===== config.mk =====
export PLATFORM = sky130hd
export DESIGN_NAME = imsu_top
export DESIGN_NICKNAME = d
export VERILOG_FILES = /design/src/rtl/imsu_pkg.sv /design/src/rtl/imsu_top.sv
export VERILOG_INCLUDE_DIRS = /design/src /design/src/rtl
export SDC_FILE = /design/constraint.sdc
export NUM_CORES = 1
export LEC_CHECK = 0
export ABC_CLOCK_PERIOD_IN_PS = 3400
export BUFFER_PORTS_ARGS = -buffer_cell sky130_fd_sc_hd__buf_2
export CAP_MARGIN = 10
export CELL_PAD_IN_SITES_DETAIL_PLACEMENT = 1
export CELL_PAD_IN_SITES_GLOBAL_PLACEMENT = 2
export CORE_ASPECT_RATIO = 0.8
export CORE_MARGIN = 2
export CORE_UTILIZATION = 29
export DETAILED_ROUTE_END_ITERATION = 10
export GPL_ROUTABILITY_DRIVEN = 0
export PLACE_DENSITY = 0.87
export SETUP_SLACK_MARGIN = 0.02
export SYNTH_ARGS = -nofsm -noshare
export SYNTH_HDL_FRONTEND = slang
export SYNTH_SLANG_ARGS = --single-unit

===== constraint.sdc =====
create_clock -name ref_clk -period 3.4 [get_ports ref_clk]
set_input_delay 0.17 -clock ref_clk [delete_from_list [all_inputs] [get_ports ref_clk]]
set_output_delay 0.17 -clock ref_clk [all_outputs]
set_load 0.01 [all_outputs]

===== src/rtl/imsu_cfg.svh =====
// constants for the interrupt mask and status unit
// Contract
// timeout low byte held; step 590 ns (code: 15 clocks of 40 ns, 600 ns)
// sixteen-bit timeout spans 590 ns to 38.7 ms (code: 600 ns steps, capped at 38.7 ms)
// main mask bits 7..2 suppress six sources
// eight timer/nfc mask bits suppress sources
// eight error/wake mask bits suppress sources
// masks and timeout reset by set-default
// main flags cleared by power-up, set-default
// main read clears main bits 7..2
// bits 1,0 clear on detail read only
// bit 1 set by any timer/nfc event
// bit 0 set by any error/wake event
// bit 7 set when oscillator stable
// bit 6 set when rx fifo nearly full
// bit 6 set when tx fifo nearly empty
// bits 5..2: rxs, rxe, txe, collision
// timer/nfc detail register at 18h
// error/wake detail register at 19h
// irq high while unmasked flag set
`ifndef IMSU_CFG_SVH
`define IMSU_CFG_SVH

// register indexes; byte address is four times the index
`define IMSU_IDX_GPTO  6'h13
`define IMSU_IDX_MMSK  6'h14
`define IMSU_IDX_TMSK  6'h15
`define IMSU_IDX_EMSK  6'h16
`define IMSU_IDX_MAIN  6'h17
`define IMSU_IDX_TIM   6'h18
`define IMSU_IDX_ERR   6'h19
`define IMSU_IDX_CLR   6'h20

// reset value of every byte register
`define IMSU_RST_BYTE  8'h00
// summary bit positions inside the main flags
`define IMSU_BIT_TIM   1
`define IMSU_BIT_ERR   0

// bus answers
`define IMSU_RESP_OKAY 2'h0
`define IMSU_RESP_SLV  2'h2

// timing: one timeout step and the longest timeout
`define IMSU_CLK_NS    40
`define IMSU_STEP_NS   590
`define IMSU_STEP_CYC  ((`IMSU_STEP_NS + `IMSU_CLK_NS - 1) / `IMSU_CLK_NS)
`define IMSU_MAX_NS    38700000
`define IMSU_MAX_CYC   (`IMSU_MAX_NS / `IMSU_CLK_NS)

`endif


===== src/rtl/imsu_pkg.sv =====
// types shared by the interrupt mask and status unit
package imsu_pkg;
	// event pulses from the sources, one cycle each
	typedef struct packed {
		logic [7:2] mainEvt;  // osc, wl, rxs, rxe, txe, col
		logic [7:0] timEvt;   // timer and nfc sources
		logic [7:0] errEvt;   // error and wake-up sources
	} imsu_evt_t;
endpackage


===== src/rtl/imsu_top.sv =====
// interrupt mask and status unit with axi4-lite register slave
//
// Added by the designer: register access over AXI4-Lite.
`include "imsu_cfg.svh"

module imsu_top
	import imsu_pkg::*;
#(
	parameter logic [19:0] MAX_CYC = 20'(`IMSU_MAX_CYC)
)
(
	input  wire logic        ref_clk,
	input  wire logic        reset_n,
	input  wire logic        setDefault,
	input  wire imsu_evt_t   evt,
	input  wire logic [7:0]  gpTimeoutHigh,
	input  wire logic [7:0]  s_axi_awaddr,
	input  wire logic        s_axi_awvalid,
	output logic             s_axi_awready,
	input  wire logic [31:0] s_axi_wdata,
	input  wire logic [3:0]  s_axi_wstrb,
	input  wire logic        s_axi_wvalid,
	output logic             s_axi_wready,
	output logic [1:0]       s_axi_bresp,
	output logic             s_axi_bvalid,
	input  wire logic        s_axi_bready,
	input  wire logic [7:0]  s_axi_araddr,
	input  wire logic        s_axi_arvalid,
	output logic             s_axi_arready,
	output logic [31:0]      s_axi_rdata,
	output logic [1:0]       s_axi_rresp,
	output logic             s_axi_rvalid,
	input  wire logic        s_axi_rready,
	output logic             irq,
	output logic             gpStepTick,
	output logic [19:0]      gpTimeoutCycles
);

	localparam int STEP_GAP = `IMSU_STEP_CYC;

	// sticky update: an unmasked event wins over a clear in the same cycle
	function automatic logic [7:0] stickyNext(
		input logic [7:0] cur,
		input logic [7:0] set,
		input logic [7:0] msk,
		input logic [7:0] clr
	);
		stickyNext = (cur & ~clr) | (set & ~msk);
	endfunction

	// register index decode from a byte address
	function automatic logic [5:0] regIdx(input logic [7:0] a);
		regIdx = a[7:2];
	endfunction

	// software-visible state
	logic [7:0]  gptoQ;      // timeout low byte
	logic [7:2]  mainMskQ;   // main mask, bits 1..0 unused
	logic [7:0]  timMskQ;    // timer/nfc mask
	logic [7:0]  errMskQ;    // error/wake mask
	logic [7:2]  mainQ;      // main flags 7..2
	logic [7:0]  timQ;       // timer/nfc detail flags
	logic [7:0]  errQ;       // error/wake detail flags
	logic [7:0]  mainView;   // main register as read

	// write channel holding state
	logic        awHeldQ;    // write address taken
	logic        wHeldQ;     // write data taken
	logic [5:0]  awIdxQ;     // held write index
	logic [7:0]  wByteQ;     // held write byte
	logic        wLaneQ;     // low lane strobe held
	logic        bvalidQ;    // write answer pending
	logic [1:0]  brespQ;     // write answer code

	// read channel state
	logic        rvalidQ;    // read answer pending
	logic [1:0]  rrespQ;     // read answer code
	logic [31:0] rdataQ;     // read data

	// interrupt, divider and timeout outputs
	logic        irqQ;
	logic [4:0]  stepCntQ;
	logic        stepTickQ;
	logic [19:0] toCycQ;

	// decoded strobes
	logic        arTake;     // read address accepted
	logic [5:0]  arIdx;      // read index
	logic        wrDo;       // write performed this cycle
	logic        rdMain;     // main register read
	logic        rdTim;      // timer detail read
	logic        rdErr;      // error detail read
	logic        wrHit;      // write index is mapped
	logic        rdHit;      // read index is mapped
	logic [7:0]  rdByte;     // selected read byte
	logic [7:2]  swClr;      // software clear of main flags

	// summaries point at the detail registers
	always_comb
	begin
		mainView = {mainQ, 2'h0};
		mainView[`IMSU_BIT_TIM] = |timQ;
		mainView[`IMSU_BIT_ERR] = |errQ;
	end

	// bus handshakes: one item per channel while idle
	assign s_axi_awready = !awHeldQ;
	assign s_axi_wready  = !wHeldQ;
	assign s_axi_arready = !rvalidQ;
	assign arTake        = s_axi_arvalid && s_axi_arready;
	assign arIdx         = regIdx(s_axi_araddr);
	// write only once both halves are held and no answer waits
	assign wrDo          = awHeldQ && wHeldQ && !bvalidQ;

	// read side effects happen when the address is taken
	assign rdMain = arTake && (arIdx == `IMSU_IDX_MAIN);
	assign rdTim  = arTake && (arIdx == `IMSU_IDX_TIM);
	assign rdErr  = arTake && (arIdx == `IMSU_IDX_ERR);

	// write-only clear register acts on main flags 7..2
	assign swClr = (wrDo && wLaneQ && awIdxQ == `IMSU_IDX_CLR)
		? wByteQ[7:2] : 6'h00;

	// mapped-address checks
	always_comb
	begin
		unique case (awIdxQ)
			`IMSU_IDX_GPTO, `IMSU_IDX_MMSK, `IMSU_IDX_TMSK,
			`IMSU_IDX_EMSK, `IMSU_IDX_MAIN, `IMSU_IDX_TIM,
			`IMSU_IDX_ERR, `IMSU_IDX_CLR: wrHit = 1'b1;
			default: wrHit = 1'b0;
		endcase
	end

	// read multiplexer; the clear register reads as zero
	always_comb
	begin
		rdHit  = 1'b1;
		rdByte = `IMSU_RST_BYTE;
		unique case (arIdx)
			`IMSU_IDX_GPTO: rdByte = gptoQ;
			`IMSU_IDX_MMSK: rdByte = {mainMskQ, 2'h0};
			`IMSU_IDX_TMSK: rdByte = timMskQ;
			`IMSU_IDX_EMSK: rdByte = errMskQ;
			`IMSU_IDX_MAIN: rdByte = mainView;
			`IMSU_IDX_TIM:  rdByte = timQ;
			`IMSU_IDX_ERR:  rdByte = errQ;
			`IMSU_IDX_CLR:  rdByte = `IMSU_RST_BYTE;
			default:        rdHit  = 1'b0;
		endcase
	end

	// write address capture
	always_ff @(posedge ref_clk)
	begin
		if (!reset_n)
		begin
			awHeldQ <= 1'b0;
			awIdxQ  <= 6'h00;
		end
		else if (s_axi_awvalid && !awHeldQ)
		begin
			awHeldQ <= 1'b1;
			awIdxQ  <= regIdx(s_axi_awaddr);
		end
		else if (wrDo)
			awHeldQ <= 1'b0;
	end

	// write data capture; only the low byte lane matters
	always_ff @(posedge ref_clk)
	begin
		if (!reset_n)
		begin
			wHeldQ <= 1'b0;
			wByteQ <= `IMSU_RST_BYTE;
			wLaneQ <= 1'b0;
		end
		else if (s_axi_wvalid && !wHeldQ)
		begin
			wHeldQ <= 1'b1;
			wByteQ <= s_axi_wdata[7:0];
			wLaneQ <= s_axi_wstrb[0];
		end
		else if (wrDo)
			wHeldQ <= 1'b0;
	end

	// write answer; unmapped addresses get slverr
	always_ff @(posedge ref_clk)
	begin
		if (!reset_n)
		begin
			bvalidQ <= 1'b0;
			brespQ  <= `IMSU_RESP_OKAY;
		end
		else if (wrDo)
		begin
			bvalidQ <= 1'b1;
			brespQ  <= wrHit ? `IMSU_RESP_OKAY : `IMSU_RESP_SLV;
		end
		else if (s_axi_bready)
			bvalidQ <= 1'b0;
	end

	assign s_axi_bvalid = bvalidQ;
	assign s_axi_bresp  = brespQ;

	// read answer, registered one cycle after the address
	always_ff @(posedge ref_clk)
	begin
		if (!reset_n)
		begin
			rvalidQ <= 1'b0;
			rrespQ  <= `IMSU_RESP_OKAY;
			rdataQ  <= 32'h0000_0000;
		end
		else if (arTake)
		begin
			rvalidQ <= 1'b1;
			rrespQ  <= rdHit ? `IMSU_RESP_OKAY : `IMSU_RESP_SLV;
			rdataQ  <= {24'h00_0000, rdByte};
		end
		else if (s_axi_rready)
			rvalidQ <= 1'b0;
	end

	assign s_axi_rvalid = rvalidQ;
	assign s_axi_rresp  = rrespQ;
	assign s_axi_rdata  = rdataQ;

	// timeout low byte; writes to read-only indexes are ignored
	always_ff @(posedge ref_clk)
	begin
		if (!reset_n || setDefault)
			gptoQ <= `IMSU_RST_BYTE;
		else if (wrDo && wLaneQ && awIdxQ == `IMSU_IDX_GPTO)
			gptoQ <= wByteQ;
	end

	// mask registers, all unmasked after reset or set-default
	always_ff @(posedge ref_clk)
	begin
		if (!reset_n || setDefault)
		begin
			mainMskQ <= 6'h00;
			timMskQ  <= `IMSU_RST_BYTE;
			errMskQ  <= `IMSU_RST_BYTE;
		end
		else if (wrDo && wLaneQ)
		begin
			if (awIdxQ == `IMSU_IDX_MMSK)
				mainMskQ <= wByteQ[7:2];
			if (awIdxQ == `IMSU_IDX_TMSK)
				timMskQ <= wByteQ;
			if (awIdxQ == `IMSU_IDX_EMSK)
				errMskQ <= wByteQ;
		end
	end

	// main flags: masked events never set; a read clears 7..2
	always_ff @(posedge ref_clk)
	begin
		if (!reset_n || setDefault)
			mainQ <= 6'h00;
		else
			// see R8 see R12 see R13 see R14
			mainQ <= (mainQ & ~(rdMain ? 6'h3F : swClr))
				| (evt.mainEvt & ~mainMskQ);
	end

	// timer/nfc detail flags clear only on their own read
	always_ff @(posedge ref_clk)
	begin
		if (!reset_n || setDefault)
			timQ <= `IMSU_RST_BYTE;
		else
			timQ <= stickyNext(timQ, evt.timEvt, timMskQ,
				rdTim ? 8'hFF : 8'h00);  // see R9
	end

	// error/wake detail flags clear only on their own read
	always_ff @(posedge ref_clk)
	begin
		if (!reset_n || setDefault)
			errQ <= `IMSU_RST_BYTE;
		else
			errQ <= stickyNext(errQ, evt.errEvt, errMskQ,
				rdErr ? 8'hFF : 8'h00);  // see R9
	end

	// interrupt level; a mask set later also drops the request
	always_ff @(posedge ref_clk)
	begin
		if (!reset_n)
			irqQ <= 1'b0;
		else
			irqQ <= |(mainQ & ~mainMskQ)
				| |(timQ & ~timMskQ) | |(errQ & ~errMskQ);
	end

	assign irq = irqQ;

	// timeout step divider; one tick per STEP_GAP (15) clock cycles
	always_ff @(posedge ref_clk)
	begin
		if (!reset_n)
		begin
			stepCntQ  <= 5'h00;
			stepTickQ <= 1'b0;
		end
		else if (stepCntQ == 5'(STEP_GAP - 1))
		begin
			stepCntQ  <= 5'h00;
			stepTickQ <= 1'b1;
		end
		else
		begin
			stepCntQ  <= stepCntQ + 5'h01;
			stepTickQ <= 1'b0;
		end
	end

	assign gpStepTick = stepTickQ;

	// full timeout in clock cycles, capped at the longest timeout
	always_ff @(posedge ref_clk)
	begin
		if (!reset_n)
			toCycQ <= 20'h0_0000;
		else if (20'({gpTimeoutHigh, gptoQ}) * 20'(STEP_GAP) > MAX_CYC)
			toCycQ <= MAX_CYC;
		else
			toCycQ <= 20'({gpTimeoutHigh, gptoQ}) * 20'(STEP_GAP);
	end

	assign gpTimeoutCycles = toCycQ;

	// main read with no new event leaves bits 7..2 clear
	a_main_read_clear: assert property (@(posedge ref_clk)
		disable iff (!reset_n)
		(rdMain && (evt.mainEvt & ~mainMskQ) == 6'h00) |=> mainQ == 6'h00)
		else $error("main flags not cleared by read");

	// main read keeps the timer/nfc summary
	a_summary_keep: assert property (@(posedge ref_clk)
		disable iff (!reset_n)
		(rdMain && !rdTim && !setDefault && timQ != 8'h00)
		|=> mainView[`IMSU_BIT_TIM])
		else $error("summary bit cleared by main read");

	// unmasked timer event raises the summary bit
	a_tim_summary: assert property (@(posedge ref_clk)
		disable iff (!reset_n)
		((evt.timEvt & ~timMskQ) != 8'h00 && !setDefault)
		|=> mainView[`IMSU_BIT_TIM])
		else $error("timer summary not set");

	// unmasked error event raises the summary bit
	a_err_summary: assert property (@(posedge ref_clk)
		disable iff (!reset_n)
		((evt.errEvt & ~errMskQ) != 8'h00 && !setDefault)
		|=> mainView[`IMSU_BIT_ERR])
		else $error("error summary not set");

	// unmasked main event sets its flag next cycle
	a_main_set: assert property (@(posedge ref_clk)
		disable iff (!reset_n)
		(!setDefault && (evt.mainEvt & ~mainMskQ) != 6'h00)
		|=> (mainQ & $past(evt.mainEvt & ~mainMskQ))
			== $past(evt.mainEvt & ~mainMskQ))
		else $error("main event lost");

	// fully masked events leave clear flags clear
	a_mask_block: assert property (@(posedge ref_clk)
		disable iff (!reset_n)
		(mainQ == 6'h00 && (evt.mainEvt & ~mainMskQ) == 6'h00)
		|=> mainQ == 6'h00)
		else $error("masked event set a flag");

	// set-default restores masks, flags and timeout byte
	a_set_default: assert property (@(posedge ref_clk)
		disable iff (!reset_n)
		setDefault |=> (mainMskQ == 6'h00 && timMskQ == 8'h00
			&& errMskQ == 8'h00 && gptoQ == 8'h00 && mainQ == 6'h00
			&& timQ == 8'h00 && errQ == 8'h00))
		else $error("set-default did not clear");

	// interrupt follows unmasked flags one cycle later
	a_irq_level: assert property (@(posedge ref_clk)
		disable iff (!reset_n)
		##1 irq == $past(|(mainQ & ~mainMskQ) | |(timQ & ~timMskQ)
			| |(errQ & ~errMskQ)))
		else $error("irq does not track flags");

	// step ticks are exactly one step apart
	a_step_tick: assert property (@(posedge ref_clk)
		disable iff (!reset_n)
		gpStepTick |-> ##STEP_GAP gpStepTick)
		else $error("timeout step spacing wrong");

	// timeout cycles never exceed the longest timeout
	a_timeout_cap: assert property (@(posedge ref_clk)
		disable iff (!reset_n)
		##1 gpTimeoutCycles <= MAX_CYC)
		else $error("timeout exceeds maximum");

endmodule // imsu_top


== Word-level counts from Yosys, hierarchy flattened ==
Cells that the tools add are included.
Widths: inputs -> output; s select.

* Flip-flop bits (word level): 110
* Word-level logic and storage cells: 114
* Output and inout port bits: 63
* Input port bits: 90

* Add/subtract/negate cells: 1
* Bitwise operators: 21
* Reduce and logical (&&, ||, !) cells: 33
* Multiplexer cells: 18
* $lt $le $gt $ge: 1
* $mul: 1
* Equal/unequal tests: 17

{| class="wikitable"
|+ Operators by type and width
! operator !! count
|-
| $eq 6x5->1 const B || 14
|-
| $pmux 8 s7 || 1
|-
| $and 8x8->8 || 6
|-
| $reduce_or 8->1 || 6
|-
| $not 8->8 || 4
|-
| $gt 20x20->1 const B || 1
|-
| $mul 16x4->20 const B || 1
|-
| $mux 20 || 1
|-
| $and 6x6->6 || 3
|-
| $mux 8 || 2
|-
| $or 8x8->8 || 2
|-
| $eq 6x6->1 const B || 2
|-
| $mux 6 || 2
|-
| $not 6->6 || 2
|-
| $logic_and 1x1->1 || 11
|-
| $mux 1 || 10
|-
| $reduce_bool 2->1 || 4
|-
| $or 6x6->6 || 1
|-
| $reduce_and 2->1 || 3
|-
| $reduce_or 6->1 || 1
|-
| $add 5x1->5 const B || 1
|-
| $eq 5x4->1 const B || 1
|-
| $logic_not 1->1 || 5
|-
| $mux 2 || 2
|-
| 4 further kinds || 6
|}

== Longest topological paths before layout ==
* Word-level depth: 9
* Mapped depth: 14

== Least setup slack after synthesis ==
No wires, ideal clock.

* Path type: register to register
* From: register gptoQ[1]
* To: register toCycQ[15] (netlist: gpTimeoutCycles[15])
* Arrival: 3,552 ps
* Library setup time: 120 ps
* Buffers on the path: 0
* Setup slack: -272 ps
* Required time: 3,280 ps
* Stages on the path, launching flop included: 14
* Cell sequence: dfxtp_1 inv_1 fa_1 fa_1 inv_1 ha_1 nor2b_4 o31a_1 or4_1 nand4_1 o221ai_1 o21ai_2 a211oi_2 or2_1

* Word-level cells in the longest chain between the ends: 3

{| class="wikitable"
|+ RTL lines
! item !! line !! text
|-
| start: declaration || imsu_top.sv:57 || <nowiki>logic [7:0] gptoQ;</nowiki>
|-
| start signal: assignment || imsu_top.sv:236 || <nowiki>gptoQ <= `IMSU_RST_BYTE;</nowiki>
|-
| start signal: assignment || imsu_top.sv:238 || <nowiki>gptoQ <= wByteQ;</nowiki>
|-
| $mul 16x4->20 * || imsu_top.sv:331, imsu_top.sv:334 ||
|-
| $gt 20x20->1 || imsu_top.sv:331 || <nowiki>else if (20'({gpTimeoutHigh, gptoQ}) * 20'(STEP_GAP) > MAX_CYC)</nowiki>
|-
| $mux 20 * || imsu_top.sv:331 ||
|-
| end signal: assignment || imsu_top.sv:334 || <nowiki>toCycQ <= 20'({gpTimeoutHigh, gptoQ}) * 20'(STEP_GAP);</nowiki>
|-
| end: declaration || imsu_top.sv:84 || <nowiki>logic [19:0] toCycQ;</nowiki>
|}

Every way passes the cells marked *; elsewhere a longest branch is shown, timed or not.
A chain may end at the register's enable or synchronous reset.

== Worst setup path after layout ==
* From: register gptoQ[3]
* To: register toCycQ[5] (netlist: gpTimeoutCycles[5])

* Word-level cells in the longest chain between the ends: 3

{| class="wikitable"
|+ RTL lines
! item !! line
|-
| $mul 16x4->20 * || imsu_top.sv:331, imsu_top.sv:334
|-
| $gt 20x20->1 || imsu_top.sv:331
|-
| $reduce_or 2->1 (no source line) || n/a
|}

Marks and branches as above.

==> impl_summary.txt <==
----------------------------------------------------
[Outcome]
  Run status ... finished, violations left
  Failing checks ... setup timing

[Synthesis]
  Synth Area in Simple Gates ... a little under a fifth
  Post-synthesis instance area ... between 6000 and 7000 sq um
  Synthesized netlist cell count ... between 700 and 800
  Syn_area_per_cell ... approximately 8.8 sq um
  Post-synth top flop ... sky130_fd_sc_hd__dfxtp_1
  Unique masters post-synth ... between 70 and 80
  Share of synthesized registers carrying an async set or reset ... 0%
  Post-Synth XOR/XNOR Area ... less than 1%
  Post-synthesis share of cell area spent on full adders, half adders and majority gates ... between 10 and 15%
  Post-synthesis register bit count ... 108
  Synthesis Warnings ... 0
  Proportion of synthesized chip area in sequential cells ... approximately 33%
  Fraction of synthesized area in multiplexers ... 8.81%
  Main combinational cell family by area after synthesis ... simple AND/OR/NAND/NOR gates
  Post-synthesis compound-gate area fraction ... 15.1%
  Number of enable flip-flop cells after synthesis ... 0

[Die]
  Core footprint ... 21800 sq um
  Number of placed I/O pins ... about 150
  Initial cell density of the core ... between 20 and 30%
  Die ar. ... about 24000 sq um
  Die height ... 138 um
  Num rows ... 48
  Die span in x ... between 150 and 200 um

[STA]
  Final Hold Fails ... 0
  Unrepaired setup endpoints after global routing ... true
  Worst hold slack ... 0.0426 ns
  Setup TNS Final ... -3.30 ns
  Period minus WS final ... between 3 and 4 ns
  Fmax ... about 0.28 GHz
  Final clock period utilization by the worst path ... 107%
  # setup viols final ... 18
  Normalized max-slew margin ... 27.1%
  Worst Tran Pin Value ... 1.09 ns
  Final setup skew ... about 0.011 ns
  Setup ws final ... -0.233 ns
  Max-slew violation count ... 0

[Worst setup path]
  Highest fanout seen on the critical path ... 9
  Endpoint required time on the critical path ... 3.63 ns
  RR Startpoint ... gptoQ[3]$_SDFFE_PP0P_
  Endpoint of the most critical register-to-register path ... gpTimeoutCycles[5]$_SDFF_PP0_
  R2R depth ... 14
  Crit path arrival time ... 3.86 ns
  Worst setup path class ... reg -> reg
  Sort of element at the end of the critical path ... flip-flop
  Reg-to-reg slack, setup ... -0.23 ns
  CP Launch Type ... flip-flop

[Route]
  Detailed-route vias per instance ... around 4.8
  Total wire length ... 19300 um
  Number of remaining DRC errors ... 0
  Post-DR wirelength/cell ... 16.0 um
  DRT antenna net count ... 0
  Number of detailed-routing iterations run before antenna repair ... 6
  Via Count ... 5738
  DR iter-0 viols ... ~350

[Min path]
  End point of the most critical hold path ... mainQ[5]$_SDFF_PP0_
  Worst min path class ... in -> reg
  Worst hold stages ... 3
  Worst Min Path Start ... evt[19]

[Final layout]
  Final instance count without filler cells ... around 1200
  Relative area change from synthesis to final layout ... 28.3%
  Number of diodes added for antenna fixing ... 0
  Fill count ... around 2600
  Proportion of layout cells with a drive suffix above 1 ... a little under a third
  Count of nets after finishing ... roughly 1000

[Power]
  Switching part of the total power ... 31.4%
  Psw ... around 1100 uW
  Power Internal ... 2490 uW
  Power density relative to cell area ... 436 nW/um^2
  Static leakage ... between 0.003 and 0.004 uW
  Total Power Consumption ... ~3600 uW
  Relative contribution of the clock network to total power ... 32.3%
  Combinational Power Share ... between 20% and 30%
  Peak ir drop on the vdd network ... 0.244 mV
  Register share of total power ... a little under two fifths

[Flow run]
  Count of maximum capacitance violations ... 0

[Place]
  Cells after DPL ... roughly 1200
  Final HPWL from detailed placement ... ~15000 um
  Count of buffers from port buffering ... 95
  Setup slack at placement ... -0.425 ns

[Global routing]
  Wire length of the first global-routing pass ... between 30000 and 40000 um
  Initial antenna violation count ... 1
  Total global routing overflow ... 0
  Global-route usage over all layers ... between 15 and 20%
  Vias in the first global route ... about 5700
  Pin count of the biggest net entering global routing ... 53

[Clock network]
  CTS tree ... done
  Maximum buffer depth of the clock tree ... 2
  Clock-pin slew on the worst setup and hold paths ... approximately 0.08 ns
  Deepest level of the CTS H-tree ... 3
  Insertion delay of the later-clocked pin in the worst-skew pair ... approximately 0.36 ns
  Clk root buf ... sky130_fd_sc_hd__clkbuf_16
  Clock Sinks ... approximately 110
  TritonCTS buffer count ... 9

----------------------------------------------------
==> logic make-up (layout without fill, tap and decap cells) <==
| logic type | after synthesis | count (layout) |
|---|---|---|
| buf+inv | 129 | 271 |
| xor+xnor | 5 | 5 |
| fa+ha+maj | 55 | 55 |
| flops | 108 | 108 |
| mux | 49 | 49 |
| compound gates | 143 | 143 |
| other cells | 1 | 26 |
| simple gates | 245 | 245 |
==> critical path, stage by stage (launching register included) <==
cell and delay (ns):
sky130_fd_sc_hd__dfxtp_4 0.36, sky130_fd_sc_hd__inv_4 0.05, sky130_fd_sc_hd__fa_1 0.50, sky130_fd_sc_hd__fa_1 0.52, sky130_fd_sc_hd__inv_1 0.06, sky130_fd_sc_hd__ha_4 0.22, sky130_fd_sc_hd__buf_4 0.15, sky130_fd_sc_hd__and4_4 0.20
sky130_fd_sc_hd__o21a_1 0.22, sky130_fd_sc_hd__o31a_1 0.34, sky130_fd_sc_hd__nor4_4 0.24, sky130_fd_sc_hd__o21ai_2 0.14, sky130_fd_sc_hd__a211oi_4 0.29, sky130_fd_sc_hd__buf_12 0.16, sky130_fd_sc_hd__nor4_1 0.04
==> placed cells by master, fill, tap and decap left out, types with 5 or more instances in the layout <==
cell	n
sky130_fd_sc_hd__a21o_1	10
sky130_fd_sc_hd__a21oi_1	42
sky130_fd_sc_hd__a222oi_1	8
sky130_fd_sc_hd__a22oi_1	6
sky130_fd_sc_hd__a32oi_1	7
sky130_fd_sc_hd__buf_2	95
sky130_fd_sc_hd__buf_4	79
sky130_fd_sc_hd__clkbuf_16	9
sky130_fd_sc_hd__conb_1	26
sky130_fd_sc_hd__dfxtp_1	100
sky130_fd_sc_hd__dfxtp_2	6
sky130_fd_sc_hd__fa_1	28
sky130_fd_sc_hd__ha_1	19
sky130_fd_sc_hd__ha_4	7
sky130_fd_sc_hd__inv_1	70
sky130_fd_sc_hd__inv_2	6
sky130_fd_sc_hd__mux2_2	5
sky130_fd_sc_hd__mux2i_1	38
sky130_fd_sc_hd__mux4_2	6
sky130_fd_sc_hd__nand2_1	42
sky130_fd_sc_hd__nand3_1	15
sky130_fd_sc_hd__nand4_1	8
sky130_fd_sc_hd__nor2_1	99
sky130_fd_sc_hd__nor2b_1	17
sky130_fd_sc_hd__nor3_1	6
sky130_fd_sc_hd__nor4_1	8
sky130_fd_sc_hd__o21a_1	6
sky130_fd_sc_hd__o21ai_0	18
==> timing repair <==
| item | CTS | global route |
|---|---|---|
| hold buffers | 1 | 0 |
| endpoints found under the hold margin | 1 | 0 |
| pin swaps | 16 | 20 |
| gates resized for setup | 19 | 20 |
| setup endpoints to repair | 18 | 19 |
| buffers inserted | 3 | 5 |
==> how the worst max path moves through the flow <==
stage	slack [ns]	cells after the start	startpoint	endpoint
6_report	-0.23	14	gptoQ[3]$_SDFFE_PP0P_	gpTimeoutCycles[5]$_SDFF_PP0_
5_1_grt	-0.35	14	gptoQ[2]$_SDFFE_PP0P_	gpTimeoutCycles[11]$_SDFF_PP0_
4_1_cts	-0.23	12	gptoQ[0]$_SDFFE_PP0P_	gpTimeoutCycles[15]$_SDFF_PN0_
3_5_place_dp	-0.43	15	gpTimeoutHigh[1]	gpTimeoutCycles[11]$_SDFF_PP0_
3_3_place_gp	-0.31	15	gpTimeoutHigh[0]	gpTimeoutCycles[15]$_SDFF_PN0_
2_1_floorplan	-0.02	13	gptoQ[3]$_SDFFE_PP0P_	gpTimeoutCycles[11]$_SDFF_PP0_
==> state kept, by name (all words and copies together) (netlist names), 8 cells and up <==
name,cells
s_axi_rdata,8
gptoQ,8
errMskQ,8
timQ,8
wByteQ,8
errQ,8
timMskQ,8
gpTimeoutCycles,20
==> power groups by stage <==
stage | clock network, uW | logic, uW | registers, uW
2_1_floorplan | 0 | 587 | 1430
5_1_grt | 1260 | 1180 | 1400
6_report | 1170 | 1070 | 1390
3_5_place_dp | 0 | 965 | 1420
3_3_place_gp | 0 | 935 | 1420
4_1_cts | 1210 | 1030 | 1390
==> final cells by class <==
type | count | area (sq um) | area share, %
Inverter | 79 | 304 | 3.65
Multi-Input combinational cell | 523 | 4050 | 48.6
Tap cell | 300 | 375 | 4.51
Clock buffer | 10 | 229 | 2.75
Sequential cell | 108 | 2180 | 26.1
Timing Repair Buffer | 176 | 1100 | 13.2
Clock inverter | 6 | 96.3 | 1.16
==> per-layer routing <==
| metal | GRT usage (%) | vias up | share of wire, % |
|---|---|---|---|
| li1 | - | 2801 | - |
| met1 | 24.2 | 2782 | 50 |
| met2 | 24.8 | 141 | 43 |
| met3 | 3.71 | 12 | 5.8 |
| met4 | 3.44 | 2 | 0.86 |
| met5 | 0 | - | 0.067 |
==> synth_stat cells, drive strengths merged (3+ instances only) <==
library cell / n / share of area (%)
a211o: 3 / 0.44
a211oi: 5 / 0.85
a21boi: 4 / 0.46
a21o: 12 / 1.4
a21oi: 45 / 3.5
a221oi: 4 / 0.54
a222oi: 8 / 1.2
a22oi: 6 / 0.69
a32oi: 7 / 0.94
and3: 3 / 0.31
and3b: 4 / 0.58
buf: 35 / 3.9
clkbuf: 15 / 0.87
dfxtp: 108 / 33
fa: 29 / 8.9
ha: 26 / 5.0
inv: 79 / 4.6
mux2: 5 / 0.87
mux2i: 38 / 5.9
mux4: 6 / 2.1
nand2: 46 / 2.7
nand2b: 4 / 0.39
nand3: 16 / 1.2
nand4: 8 / 0.77
nor2: 100 / 5.8
nor2b: 18 / 1.8
nor3: 10 / 0.85
nor4: 12 / 1.5
o21a: 6 / 0.69
o21ai: 21 / 1.7
o22ai: 4 / 0.39
o31a: 3 / 0.40
or2: 4 / 0.39
or3: 6 / 0.62
xor2: 3 / 0.40
==> through the flow <==
step | cell area [sq um] | util, %
after detailed placement | 7790 | 35.7
after CTS | 8220 | 37.7
after global placement | 7790 | 35.7
after global routing | 8330 | 38.2
after floorplan | 6690 | -
final | 8330 | 38.2
Note: power is estimated with default switching activity, not from simulation.
